## src/logic/rtcsl_pkg.sv

```systemverilog
// Notes on behaviour
// - sda falling while scl high is a start; it begins an access.
// - sda rising while scl high is a stop; the device returns to standby.
// - after a start, transfers go byte by byte, each with an acknowledge bit.
// - data changes only while scl low; a change during scl high aborts access.
// - master releases sda after eighth fall; device drives low during ninth clock.
// - the device withholds acknowledge when the access sequence is incorrect.
// - after start, device takes code and command; read/write bit one means read.
// - in read mode each byte is shifted out most significant bit first.
// - read/write bit zero after code and command means write-data mode.
// - in write mode the device acknowledges low after each data byte up to the group length.
// - status command select bit: zero first status, one second status register.
// - interrupt command select bit: zero first, one second interrupt register.
// - alarm enabled and frequency off: interrupt registers are three bytes; otherwise one byte.
// - while the device drives sda low it ignores a stop from the master.
// - an accepted stop resets interface state; a pending write may still complete.
package rtcsl_pkg;

   // apb map
   localparam logic [7:0] RTCSL_OFS_BANK  = 8'h00;
   localparam logic [7:0] RTCSL_OFS_CTRL  = 8'h80;
   localparam logic [7:0] RTCSL_OFS_STAT  = 8'h84;
   localparam int         RTCSL_CTRL_EN   = 0;

   // byte bank layout
   localparam int         RTCSL_BANK_N    = 17;
   localparam logic [4:0] RTCSL_B_STS1    = 5'h00;
   localparam logic [4:0] RTCSL_B_STS2    = 5'h01;
   localparam logic [4:0] RTCSL_B_RTD1    = 5'h02;
   localparam logic [4:0] RTCSL_B_RTD2    = 5'h06;
   localparam logic [4:0] RTCSL_B_FIRST_INTERRUPT_REGISTER    = 5'h09;
   localparam logic [4:0] RTCSL_B_SECOND_INTERRUPT_REGISTER    = 5'h0c;
   localparam logic [4:0] RTCSL_B_CORR    = 5'h0f;
   localparam logic [4:0] RTCSL_B_FREE    = 5'h10;
   localparam logic [2:0] RTCSL_LEN_RTD1  = 3'h7;
   localparam logic [2:0] RTCSL_LEN_RTD2  = 3'h3;
   localparam logic [2:0] RTCSL_LEN_ALARM = 3'h3;
   localparam logic [2:0] RTCSL_LEN_ONE   = 3'h1;
   localparam int         RTCSL_STS2_ALM  = 1;
   localparam int         RTCSL_STS2_FRQ  = 2;

   // command groups, the low command bit is the select bit
   localparam logic [1:0] RTCSL_GRP_STS   = 2'h0;
   localparam logic [1:0] RTCSL_GRP_RTD   = 2'h1;
   localparam logic [1:0] RTCSL_GRP_INT   = 2'h2;
   localparam logic [1:0] RTCSL_GRP_MISC  = 2'h3;

   localparam logic [3:0] RTCSL_BYTE_BITS = 4'h8;
   localparam int         RTCSL_SYNC_N    = 3;

   typedef struct packed {
      logic [3:0] dev_code;
      logic [1:0] group;
      logic       sel;
      logic       rd;
   } rtcsl_head_s;

   typedef struct packed {
      logic [11:0] zero;
      logic        last_rd;
      logic [2:0]  last_cmd;
      logic [7:0]  wr_count;
      logic [5:0]  zero2;
      logic        driving;
      logic        busy;
   } rtcsl_stat_s;

endpackage

```

## src/logic/rtcsl_slave.sv

```systemverilog
`timescale 1ns/10ps
module rtcsl_slave #(
   parameter logic [3:0] DEV_CODE = 4'ha  // arbitrary value
) (
   input  wire logic        pclk,
   input  wire logic        presetn,
   input  wire logic        psel,
   input  wire logic        penable,
   input  wire logic        pwrite,
   input  wire logic [7:0]  paddr,
   input  wire logic [31:0] pwdata,
   output logic [31:0]      prdata,
   output logic             pready,
   output logic             pslverr,
   input  wire logic        scl_i,
   input  wire logic        sda_i,
   output logic             sda_o,
   output logic             sda_oe_n
);
   import rtcsl_pkg::*;

   if (RTCSL_SYNC_N != 3) begin : g_chk
      $error("synchroniser depth must be three");
   end

   typedef enum logic [2:0] {
      ST_IDLE, ST_ADDR, ST_ADDR_ACK, ST_WR, ST_WR_ACK, ST_RD, ST_RD_ACK, ST_WAIT
   } rtcsl_state_e;

   rtcsl_state_e  state_r;
   logic [7:0]    bank_r [RTCSL_BANK_N];
   logic [RTCSL_SYNC_N-1:0] sync_r [2];
   logic [1:0]    filt_r;
   logic [1:0]    prev_r;
   logic          scl_f, sda_f, scl_p, sda_p;
   logic          scl_rise, scl_fall, start_det, stop_det;
   logic [3:0]    cnt_r;
   logic [7:0]    rx_r;
   logic [7:0]    tx_r;
   logic          drive_r;
   logic          ack_r;
   logic [2:0]    idx_r;
   rtcsl_head_s   head_r;
   rtcsl_head_s   head_new;
   logic [4:0]    base;
   logic [2:0]    len;
   logic [2:0]    rd_idx;
   logic [4:0]    rd_addr;
   logic          wr_fire;
   logic          en_r;
   logic [7:0]    wr_count_r;
   logic          apb_wr;
   logic          apb_bank;
   logic [4:0]    apb_idx;
   logic [31:0]   prdata_r;
   logic          pslverr_r;
   rtcsl_stat_s   stat;

   // pin synchronisers; a level counts once stages two and three agree
   for (genvar p = 0; p < 2; p++) begin : g_sync
      always_ff @(posedge pclk or negedge presetn) begin
         if (!presetn) begin
            sync_r[p] <= '1;
            filt_r[p] <= 1'b1;
            prev_r[p] <= 1'b1;
         end else begin
            sync_r[p] <= {sync_r[p][RTCSL_SYNC_N-2:0], (p == 0) ? scl_i : sda_i};
            if (sync_r[p][1] == sync_r[p][2]) begin
               filt_r[p] <= sync_r[p][2];
            end
            prev_r[p] <= filt_r[p];
         end
      end
   end

   assign scl_f    = filt_r[0];
   assign sda_f    = filt_r[1];
   assign scl_p    = prev_r[0];
   assign sda_p    = prev_r[1];
   assign scl_rise = scl_f & ~scl_p;
   assign scl_fall = ~scl_f & scl_p;
   // a data change under steady high clock is framing, never data
   assign start_det = scl_f & scl_p & sda_p & ~sda_f;
   assign stop_det  = scl_f & scl_p & ~sda_p & sda_f;

   assign head_new = rtcsl_head_s'(rx_r);

   // register group selected by the latched command
   always_comb begin
      base = RTCSL_B_STS1;
      len  = RTCSL_LEN_ONE;
      case (head_r.group)
         RTCSL_GRP_STS: begin
            base = head_r.sel ? RTCSL_B_STS2 : RTCSL_B_STS1;
         end
         RTCSL_GRP_RTD: begin
            base = head_r.sel ? RTCSL_B_RTD2 : RTCSL_B_RTD1;
            len  = head_r.sel ? RTCSL_LEN_RTD2 : RTCSL_LEN_RTD1;
         end
         RTCSL_GRP_INT: begin
            base = head_r.sel ? RTCSL_B_SECOND_INTERRUPT_REGISTER : RTCSL_B_FIRST_INTERRUPT_REGISTER;
            // frequency mode keeps one byte even if alarm is also set
            if (bank_r[RTCSL_B_STS2][RTCSL_STS2_ALM] &&
                !bank_r[RTCSL_B_STS2][RTCSL_STS2_FRQ]) begin
               len = RTCSL_LEN_ALARM;
            end else begin
               len = RTCSL_LEN_ONE;
            end
         end
         default: begin
            base = head_r.sel ? RTCSL_B_FREE : RTCSL_B_CORR;
         end
      endcase
   end

   // reads past the group's end wrap to its first byte
   assign rd_idx  = (idx_r < len) ? idx_r : 3'h0;
   assign rd_addr = 5'(base + 5'(rd_idx));
   // bytes beyond the group length are refused with no acknowledge
   assign wr_fire = (state_r == ST_WR) && scl_fall && (cnt_r == RTCSL_BYTE_BITS)
                    && (idx_r < len);

   always_ff @(posedge pclk or negedge presetn) begin
      if (!presetn) begin
         state_r <= ST_IDLE;
         cnt_r   <= 4'h0;
         rx_r    <= 8'h00;
         tx_r    <= 8'h00;
         drive_r <= 1'b0;
         ack_r   <= 1'b0;
         idx_r   <= 3'h0;
         head_r  <= '0;
      end else if (!en_r) begin
         state_r <= ST_IDLE;
         drive_r <= 1'b0;
      end else if (start_det && !drive_r) begin
         state_r <= ST_ADDR;
         cnt_r   <= 4'h0;
      end else if (stop_det && !drive_r) begin
         state_r <= ST_IDLE;
      end else begin
         // while driving low a stop also reaches here and is ignored
         case (state_r)
            ST_ADDR, ST_WR: begin
               if (scl_rise && cnt_r != RTCSL_BYTE_BITS) begin
                  rx_r  <= {rx_r[6:0], sda_f};
                  cnt_r <= cnt_r + 4'h1;
               end else if (scl_fall && cnt_r == RTCSL_BYTE_BITS) begin
                  if (state_r == ST_ADDR) begin
                     if (head_new.dev_code == DEV_CODE) begin
                        head_r  <= head_new;
                        drive_r <= 1'b1;
                        idx_r   <= 3'h0;
                        state_r <= ST_ADDR_ACK;
                     end else begin
                        state_r <= ST_WAIT;
                     end
                  end else if (wr_fire) begin
                     drive_r <= 1'b1;
                     idx_r   <= idx_r + 3'h1;
                     state_r <= ST_WR_ACK;
                  end else begin
                     state_r <= ST_WAIT;
                  end
               end
            end
            ST_ADDR_ACK, ST_WR_ACK: begin
               if (scl_fall) begin
                  cnt_r <= 4'h0;
                  if (head_r.rd) begin
                     tx_r    <= bank_r[rd_addr];
                     drive_r <= ~bank_r[rd_addr][7];
                     idx_r   <= rd_idx + 3'h1;
                     state_r <= ST_RD;
                  end else begin
                     drive_r <= 1'b0;
                     state_r <= ST_WR;
                  end
               end
            end
            ST_RD: begin
               if (scl_fall) begin
                  if (cnt_r == RTCSL_BYTE_BITS - 4'h1) begin
                     drive_r <= 1'b0;
                     state_r <= ST_RD_ACK;
                  end else begin
                     tx_r    <= {tx_r[6:0], 1'b0};
                     drive_r <= ~tx_r[6];
                     cnt_r   <= cnt_r + 4'h1;
                  end
               end
            end
            ST_RD_ACK: begin
               if (scl_rise) begin
                  ack_r <= ~sda_f;
               end else if (scl_fall) begin
                  cnt_r <= 4'h0;
                  if (ack_r) begin
                     tx_r    <= bank_r[rd_addr];
                     drive_r <= ~bank_r[rd_addr][7];
                     idx_r   <= rd_idx + 3'h1;
                     state_r <= ST_RD;
                  end else begin
                     state_r <= ST_WAIT;
                  end
               end
            end
            default: begin
               drive_r <= 1'b0;
            end
         endcase
      end
   end

   // apb decode
   assign apb_idx  = paddr[6:2];
   assign apb_bank = (paddr[7] == 1'b0) && (paddr[1:0] == 2'h0) &&
                     (apb_idx < 5'(RTCSL_BANK_N));
   assign apb_wr   = psel && penable && pwrite;

   // a serial write wins over a same-cycle apb write to the bank
   always_ff @(posedge pclk or negedge presetn) begin
      if (!presetn) begin
         for (int i = 0; i < RTCSL_BANK_N; i++) begin
            bank_r[i] <= 8'h00;
         end
      end else if (wr_fire) begin
         bank_r[5'(base + 5'(idx_r))] <= rx_r;
      end else if (apb_wr && apb_bank) begin
         bank_r[apb_idx] <= pwdata[7:0];
      end
   end

   always_ff @(posedge pclk or negedge presetn) begin
      if (!presetn) begin
         en_r <= 1'b0;
      end else if (apb_wr && paddr == RTCSL_OFS_CTRL) begin
         en_r <= pwdata[RTCSL_CTRL_EN];
      end
   end

   always_ff @(posedge pclk or negedge presetn) begin
      if (!presetn) begin
         wr_count_r <= 8'h00;
      end else if (wr_fire) begin
         wr_count_r <= wr_count_r + 8'h01;
      end
   end

   always_comb begin
      stat          = '0;
      stat.busy     = (state_r != ST_IDLE);
      stat.driving  = drive_r;
      stat.wr_count = wr_count_r;
      stat.last_cmd = {head_r.group, head_r.sel};
      stat.last_rd  = head_r.rd;
   end

   // read data is captured in the setup cycle so it leaves a flip-flop
   always_ff @(posedge pclk or negedge presetn) begin
      if (!presetn) begin
         prdata_r  <= 32'h0000_0000;
         pslverr_r <= 1'b0;
      end else if (psel && !penable) begin
         prdata_r  <= 32'h0000_0000;
         pslverr_r <= 1'b0;
         if (apb_bank) begin
            prdata_r <= {24'h00_0000, bank_r[apb_idx]};
         end else if (paddr == RTCSL_OFS_CTRL) begin
            prdata_r <= {31'h0000_0000, en_r};
         end else if (paddr == RTCSL_OFS_STAT) begin
            prdata_r <= stat;
         end else begin
            pslverr_r <= 1'b1;
         end
      end
   end

   assign pready   = psel && penable;
   assign prdata   = prdata_r;
   assign pslverr  = pslverr_r && psel && penable;
   assign sda_o    = 1'b0;
   assign sda_oe_n = ~drive_r;

endmodule

```

## config.mk

```make
export PLATFORM = sky130hd
export DESIGN_NAME = rtcsl_slave
export DESIGN_NICKNAME = d
export VERILOG_FILES = /design/src/logic/rtcsl_pkg.sv /design/src/logic/rtcsl_slave.sv
export SDC_FILE = /design/constraint.sdc
export NUM_CORES = 1
export LEC_CHECK = 0
export BUFFER_PORTS_ARGS = -buffer_cell sky130_fd_sc_hd__buf_2
export CELL_PAD_IN_SITES_DETAIL_PLACEMENT = 1
export CELL_PAD_IN_SITES_GLOBAL_PLACEMENT = 2
export CORE_MARGIN = 1.5
export CORE_UTILIZATION = 46
export DETAILED_ROUTE_END_ITERATION = 16
export GPL_TIMING_DRIVEN = 0
export PLACE_DENSITY_LB_ADDON = 0.05
export SYNTH_ARGS = -nofsm -noshare
export SYNTH_HDL_FRONTEND = slang
export SYNTH_SLANG_ARGS = --single-unit
```

## constraint.sdc

```tcl
create_clock -name pclk -period 9.6 [get_ports pclk]
set_input_delay 1.44 -clock pclk [delete_from_list [all_inputs] [get_ports pclk]]
set_output_delay 1.44 -clock pclk [all_outputs]
set_load 0.01 [all_outputs]
```

==> results of run 1 <==
-- area by class of cell --
class                           count  share of cell area (%)
Inverter                           18                   0.465
Tap cell                          378                    3.26
Multi-Input combinational cell    780                    49.0
Antenna cell                        1                  0.0172
Buffer                             98                    3.53
Sequential cell                   207                    35.7
Timing Repair Buffer               47                    2.00
Clock inverter                     11                    1.13
Clock buffer                       34                    4.81
-- worst register-to-register path, stage by stage (launching register included) --
cell      delay, ns
dfrtp_1        0.45
inv_1          0.12
ha_1           0.28
nand2_1        0.08
nor2_1         0.12
o21ai_0        0.09
ha_1           0.28
a21o_1         0.22
a21oi_2        0.36
buf_2          0.33
nand2_1        0.10
xnor2_1        0.15
ha_1           0.28
clkbuf_1       0.34
clkbuf_1       0.75
clkbuf_1       0.71
mux4_2         0.50
mux2_1         0.38
nand2_1        0.09
a21oi_1        0.07
-- layout by cell type (no fill, tap or decap), types with 15 or more instances in the layout --
cell type  instances
mux4_2            64
nand2_1           86
o22a_1            15
clkbuf_16         25
buf_2             67
o21ai_0           32
a22o_1            26
nand3_1           15
nor2_1            32
inv_1             17
buf_4             27
ha_1              16
mux2_1            34
dfrtp_1          197
clkbuf_1          47
mux2_4            64
mux2_2            71
o22ai_1          122
a21oi_1           29
-- final timing paths --
check | endpoint
min in group asynchronous | cnt_r[2]
setup reg to reg | tx_r[4]
hold / removal | sync_r[4]
hold reg to reg | sync_r[4]
max in group asynchronous | bank_r[120]
setup / recovery | tx_r[4]
-- power by group --
group / leakage [nW] / switching (W) / internal, W
Clock: 0.419 / 0.000400 / 0.000616
Sequential: 2.24 / 0.0000108 / 0.000888
Combinational: 2.95 / 0.0000919 / 0.0000498
Total: 5.60 / 0.000503 / 0.00155
-- sequential cells by signal, indices dropped and copies added (netlist names) --
register / count
bank_r: 136
prdata: 20
head_new: 8
wr_count_r: 8
tx_r: 7
sync_r: 6
cnt_r: 4
head_r: 4
idx_r: 3
state_r: 3
ack_r: 1
drive_r: 1
en_r: 1
pslverr_r: 1
scl_f: 1
scl_p: 1
sda_f: 1
sda_p: 1
-- cells by family after synthesis --
logic type / Yosys count
AOI/OAI and AO/OA: 294
muxes: 239
DFF: 207
and+or+nand+nor: 200
buffers and inverters: 116
adders and majority gates: 19
xor gates and xnor gates: 15
other: 1
-- per-stage QoR --
stage               std cells  hold WS (ns)  setup slack [ns]  instance area [µm²]  power, W
floorplan                1103         0.345              5.41                12900  0.000985
global placement         1526         0.346              3.37                13600   0.00105
detailed placement       1528         0.349              3.86                13700   0.00105
CTS                      1573         0.358              3.84                14500   0.00206
global route             1573         0.359              3.51                14500   0.00211
finish                   1574         0.357              3.76                14500   0.00206
-- routing by layer --
layer / part of all wire (%) / GRT usage (%) / vias up
li1: - / - / 4375
met1: 43 / 46.2 / 5333
met2: 45 / 51.0 / 440
met3: 7.6 / 5.88 / 128
met4: 4.6 / 13.4 / 0
met5: 0 / 0 / -
==> reports/qor.txt, run 1 <==
Outcome -> finished clean
Routed WL -> 47.0 mm
Crit path from -> head_r[2]
Count of input and output buffers -> 45
Total congestion overflow -> 0
Postcts setup bufs -> 0
Clock Sinks -> 207
Synthesis-to-layout area growth -> 13.0%
Final Max Tran Viols -> 0
Clk buf depth -> 3
Arrival time at the worst endpoint -> 6.23 ns
CP Depth -> 19
Worst-margin pin slew -> 1.21 ns
Antenna viol nets, final -> 0
Peak VDD IR -> 0.135 mV
Max Freq -> 171 MHz
CTS Buf Count -> 25
Synthesis Warnings -> 0
Routed wire length per instance -> 29.9 µm
Synthesized flop and latch total -> 207
FF+latch area -> 0.00519 mm²
Synth Instances -> 1091
TNS Setup -> 0 ns
# DRC -> 0
Largest net degree at the start of global routing -> 77
Top Ports -> 83
Global-route wire length before repair -> 69.8 mm
Final worst-path cycle share -> 60.9%
Pwr Density -> 142 mW/mm²
Buf+Inv Stages, Crit Path -> 5
Total GRT Usage -> 33.1%
Layout cells sized above 1 -> 31.0%
Max incr delay on CP -> 0.75 ns
Async SR Flop Fraction -> 100%
Initial Util -> 46.5%
Class of the worst hold path -> reg2reg
Routed vias -> 10300
Clock root cell -> clkbuf_16
Crit-path leading delay family -> buffers and inverters
Clk slew on worst S/H paths -> 0.06 ns
Post-Route Utilization -> 52.6%
RD Place Congestion -> 0.952
Req. time, crit path -> 9.99 ns
Hold Crit Start -> sync_r[3]
Syn Area/Cell -> 11.8 µm²
Die W -> 170 µm
Layout Nets -> 1241
H-tree Lvls -> 1
CTS tree -> built
Yosys top cell area share -> 38.4%
Critical path class -> reg2reg
Detail Placement HPWL -> 33.5 mm
Worst R2R Start -> head_r[2]
Multi-input logic area -> 0.00713 mm²
Final min period -> 5.84 ns
RSZ-0062 raised after global routing -> false
Row count -> 61
Hold Path Stages -> 0
Max_cap viols -> 0
Crit-path cells -> inv_1 -> ha_1 -> nand2_1 -> nor2_1 -> o21ai_0 -> ha_1 -> a21o_1 -> a21oi_2 -> buf_2 -> nand2_1 -> xnor2_1 -> ha_1 -> clkbuf_1 -> clkbuf_1 -> clkbuf_1 -> mux4_2 -> mux2_1 -> nand2_1 -> a21oi_1
Critical Path Start Type -> flip-flop
Dominant synthesized flop cell -> dfrtp_1
Final Hold Fails -> 0
Avg Vias per Cell -> 6.53
Clk_lat worst skew -> 0.54 ns
Main combinational cell family by area after synthesis -> multiplexers
Post-synthesis adder-cell area fraction -> 1.87%
Post-synth design cell area -> 0.0129 mm²
Die height -> 170 µm
Synth unique cells -> 78
Worst reg2reg path depth -> 19
Die ar. -> 0.0290 mm²
Synth Area in XOR/XNOR -> 1.08%
Post-cts hold buffer count -> 0
EDFF count, synth -> 0
PostCTS Resize Cnt -> 0
Final Setup Violations -> 0
Core footprint -> 0.0276 mm²
DRC marker count from the first detailed-route iteration -> 1027
Post-synthesis compound-gate area fraction -> 16.1%
Post-synthesis sequential area ratio -> 40.4%
Post-Synth Simple-Gate Area -> 7.65%
Reg-to-reg slack, setup -> 3.76 ns
Count leader, synth -> dfrtp_1
Crit end category -> flip-flop
Slew headroom -> 19.7%
Leading area contributor after synthesis -> dfrtp_1
CP max FO -> 10
Clock Skew -> 0.0213 ns
Pre-antenna DRT Iters -> 5
List of most frequent post-synthesis cells -> 197 x dfrtp_1, 122 x o22ai_1, 86 x nand2_1
Leakage power -> 5.60 nW
Post-synthesis mux area share -> 28.4%
Fill cell count -> 2910
Top cells by area, synth -> dfrtp_1 38%, mux4_2 11%, mux2_4 7.5%
Initial antenna violation count -> 3
Vias in the first global route -> 10500
Slowest cell on crit path -> clkbuf_1
Power figures use the tool's default switching activity.
==> run 2, diff against run 1 <==
CORE_UTILIZATION = 38   (was 46)
clock period = 4.75 ns   (was 9.6 ns; I/O delays follow)
==> reports/qor.txt, run 2 (same netlist as run 1, synthesis figures left out) <==
Max_cap viols -> 0 (unchanged)
CP Depth -> 13 (-6)
Core footprint -> 0.0334 mm² (+21%)
Vias in the first global route -> 10700 (+1.3%)
Routed wire length per instance -> 29.9 µm (about the same)
CTS Buf Count -> 27 (+8.0%)
Routed WL -> 49.1 mm (+4.4%)
Clk_lat worst skew -> 0.57 ns (+0.03 ns)
Final Power -> 0.00415 W (+100%)
Largest net degree at the start of global routing -> 91 (+18%)
H-tree Lvls -> 1 (unchanged)
Global-route wire length before repair -> 73.1 mm (+4.7%)
Max Freq -> 223 MHz (+30%)
Pwr Density -> 282 mW/mm² (+99%)
Final Setup Violations -> 0 (unchanged)
Crit end category -> flip-flop
# DRC -> 0 (unchanged)
Clk buf depth -> 3 (unchanged)
Worst R2R Start -> head_r[3]
Max incr delay on CP -> 0.57 ns (-0.18 ns)
Crit-path cells -> ha_1 -> buf_4 -> nor2_1 -> o22ai_1 -> ha_1 -> inv_1 -> fa_1 -> clkbuf_1 -> nor2b_1 -> buf_1 -> nand3b_1 -> o22ai_4 -> mux2_1
Avg Vias per Cell -> 6.11 (-6.4%)
Largest register FFs -> 136 (unchanged)
Final worst-path cycle share -> 94.5% (+34 points)
Clk slew on worst S/H paths -> 0.06 ns (about the same)
DRC marker count from the first detailed-route iteration -> 823 (-20%)
Row count -> 67 (+9.8%)
Crit Reg-Reg Endpoint -> bank_r[7]
RSZ-0062 raised after global routing -> false
Most frequent cells in the layout -> 197 x dfrtp_1, 122 x o22ai_1, 86 x nand2_1
Req. time, crit path -> 5.19 ns (-4.80 ns)
Reg-to-reg slack, setup -> 0.26 ns (-3.50 ns)
Total congestion overflow -> 0 (unchanged)
Final min period -> 4.49 ns (-1.35 ns)
Clock Skew -> 0.0204 ns (-0.000941 ns)
RD Place Congestion -> 0.904 (-5.0%)
Most common cell after layout, fill and taps aside -> dfrtp_1
Crit-path leading delay family -> buffers and inverters
Initial antenna violation count -> 3 (unchanged)
Slew headroom -> 32.2% (+13 points)
Outcome -> finished clean
Final Hold Fails -> 0 (unchanged)
Leakage power -> 5.66 nW (+1.1%)
Arrival time at the worst endpoint -> 4.93 ns (-1.30 ns)
Slowest cell on crit path -> nand3b_1
Clock root cell -> clkbuf_16
Routed vias -> 10100 (-2.2%)
CTS tree -> built
TNS Setup -> 0 ns (unchanged)
Peak VDD IR -> 0.249 mV (+84%)
Die ar. -> 0.0349 mm² (+21%)
Antenna viol nets, final -> 0 (unchanged)
Critical path's most frequent cell -> ha_1
Die height -> 187 µm (+9.8%)
Critical path class -> reg2reg
Diode count -> 0 (-1)
Synthesis-to-layout area growth -> 14.4%
Critical Path Start Type -> flip-flop
Buf+Inv Stages, Crit Path -> 4 (-1)
Top Ports -> 83 (unchanged)
Pre-antenna DRT Iters -> 5 (unchanged)
Worst reg2reg path depth -> 13 (-6)
Detail Placement HPWL -> 35.3 mm (+5.3%)
Final Max Tran Viols -> 0 (unchanged)
Largest reg by FF count -> bank_r
Clock Sinks -> 207 (unchanged)
Final worst slack -> 0.259 ns (-3.50 ns)
Initial Util -> 38.4% (-8.1 points)
Layout cells sized above 1 -> 32.0% (+0.95 points)
CP max FO -> 10 (unchanged)
Post-Route Utilization -> 43.9% (-8.6 points)
Worst-margin pin slew -> 1.02 ns (-0.188 ns)
Die W -> 187 µm (+9.8%)
Dpl ws -> -1.09 ns (-4.95 ns)
Count of input and output buffers -> 45 (unchanged)
Layout Nets -> 1245 (+0.32%)
Class of the worst hold path -> in2async
Total GRT Usage -> 28.5% (-4.6 points)
## run 2: cell types whose count changed in the layout (fill, tap and decap cells not counted), moves of 3 or more
cell      delta
a221oi_1     -4
clkbuf_8     -3
clkbuf_4     +4
buf_4        +4
a221oi_2     +4
clkbuf_1     -4
## run 2: where the power goes
group / switching, W / total, W / internal (W)
clock network: 0.000825 / 0.00204 / 0.00121
logic: 0.000189 / 0.000290 / 0.000101
registers: 0.0000223 / 0.00182 / 0.00180
total: 0.00104 / 0.00415 / 0.00311
## run 2: how the worst max path moves through the flow
stage          startpoint   endpoint  slack [ns]
6_report        head_r[3]  bank_r[7]        0.26
3_5_place_dp    head_r[2]    tx_r[4]       -1.09
3_3_place_gp    head_r[2]    tx_r[4]       -1.08
5_1_grt         head_r[2]    tx_r[4]      0.0008
4_1_cts         head_r[2]    drive_r       0.006
2_1_floorplan   head_r[2]    tx_r[5]        0.56
## run 2: metrics by stage
step	hold slack [ns]	cells	area, µm²
2_1_floorplan	0.345	1103	12900
3_3_place_gp	0.346	1596	13700
3_5_place_dp	0.348	1598	13700
4_1_cts	0.0668	1647	14700
5_1_grt	0.0792	1645	14700
6_report	0.0525	1645	14700
## run 2: final cells by class
cell class,instances,area (µm²)
Sequential cell,207,5190
Buffer,96,529
Multi-Input combinational cell,780,7190
Tap cell,448,561
Clock inverter,8,119
Clock buffer,37,723
Fill cell,3547,18700
Inverter,18,67.6
Timing Repair Buffer,51,320
## run 2: layer usage
| layer | global-route usage (%) | up-vias | routed length, µm |
|---|---|---|---|
| li1 | - | 4375 | - |
| met1 | 39.4 | 5288 | 22000 |
| met2 | 44.9 | 291 | 22400 |
| met3 | 5.16 | 96 | 2800 |
| met4 | 10.2 | 4 | 1900 |
| met5 | 0 | - | 27 |
## run 2: timing repair
| action | 4_1_cts | 5_1_grt |
|---|---|---|
| pin swaps | 3 | 2 |
| endpoints found under the hold margin | 0 | 0 |
| buffers inserted | 4 | 0 |
| setup endpoints to repair | 8 | 8 |
| resized for setup | 17 | 7 |
| hold buffers | 0 | 0 |
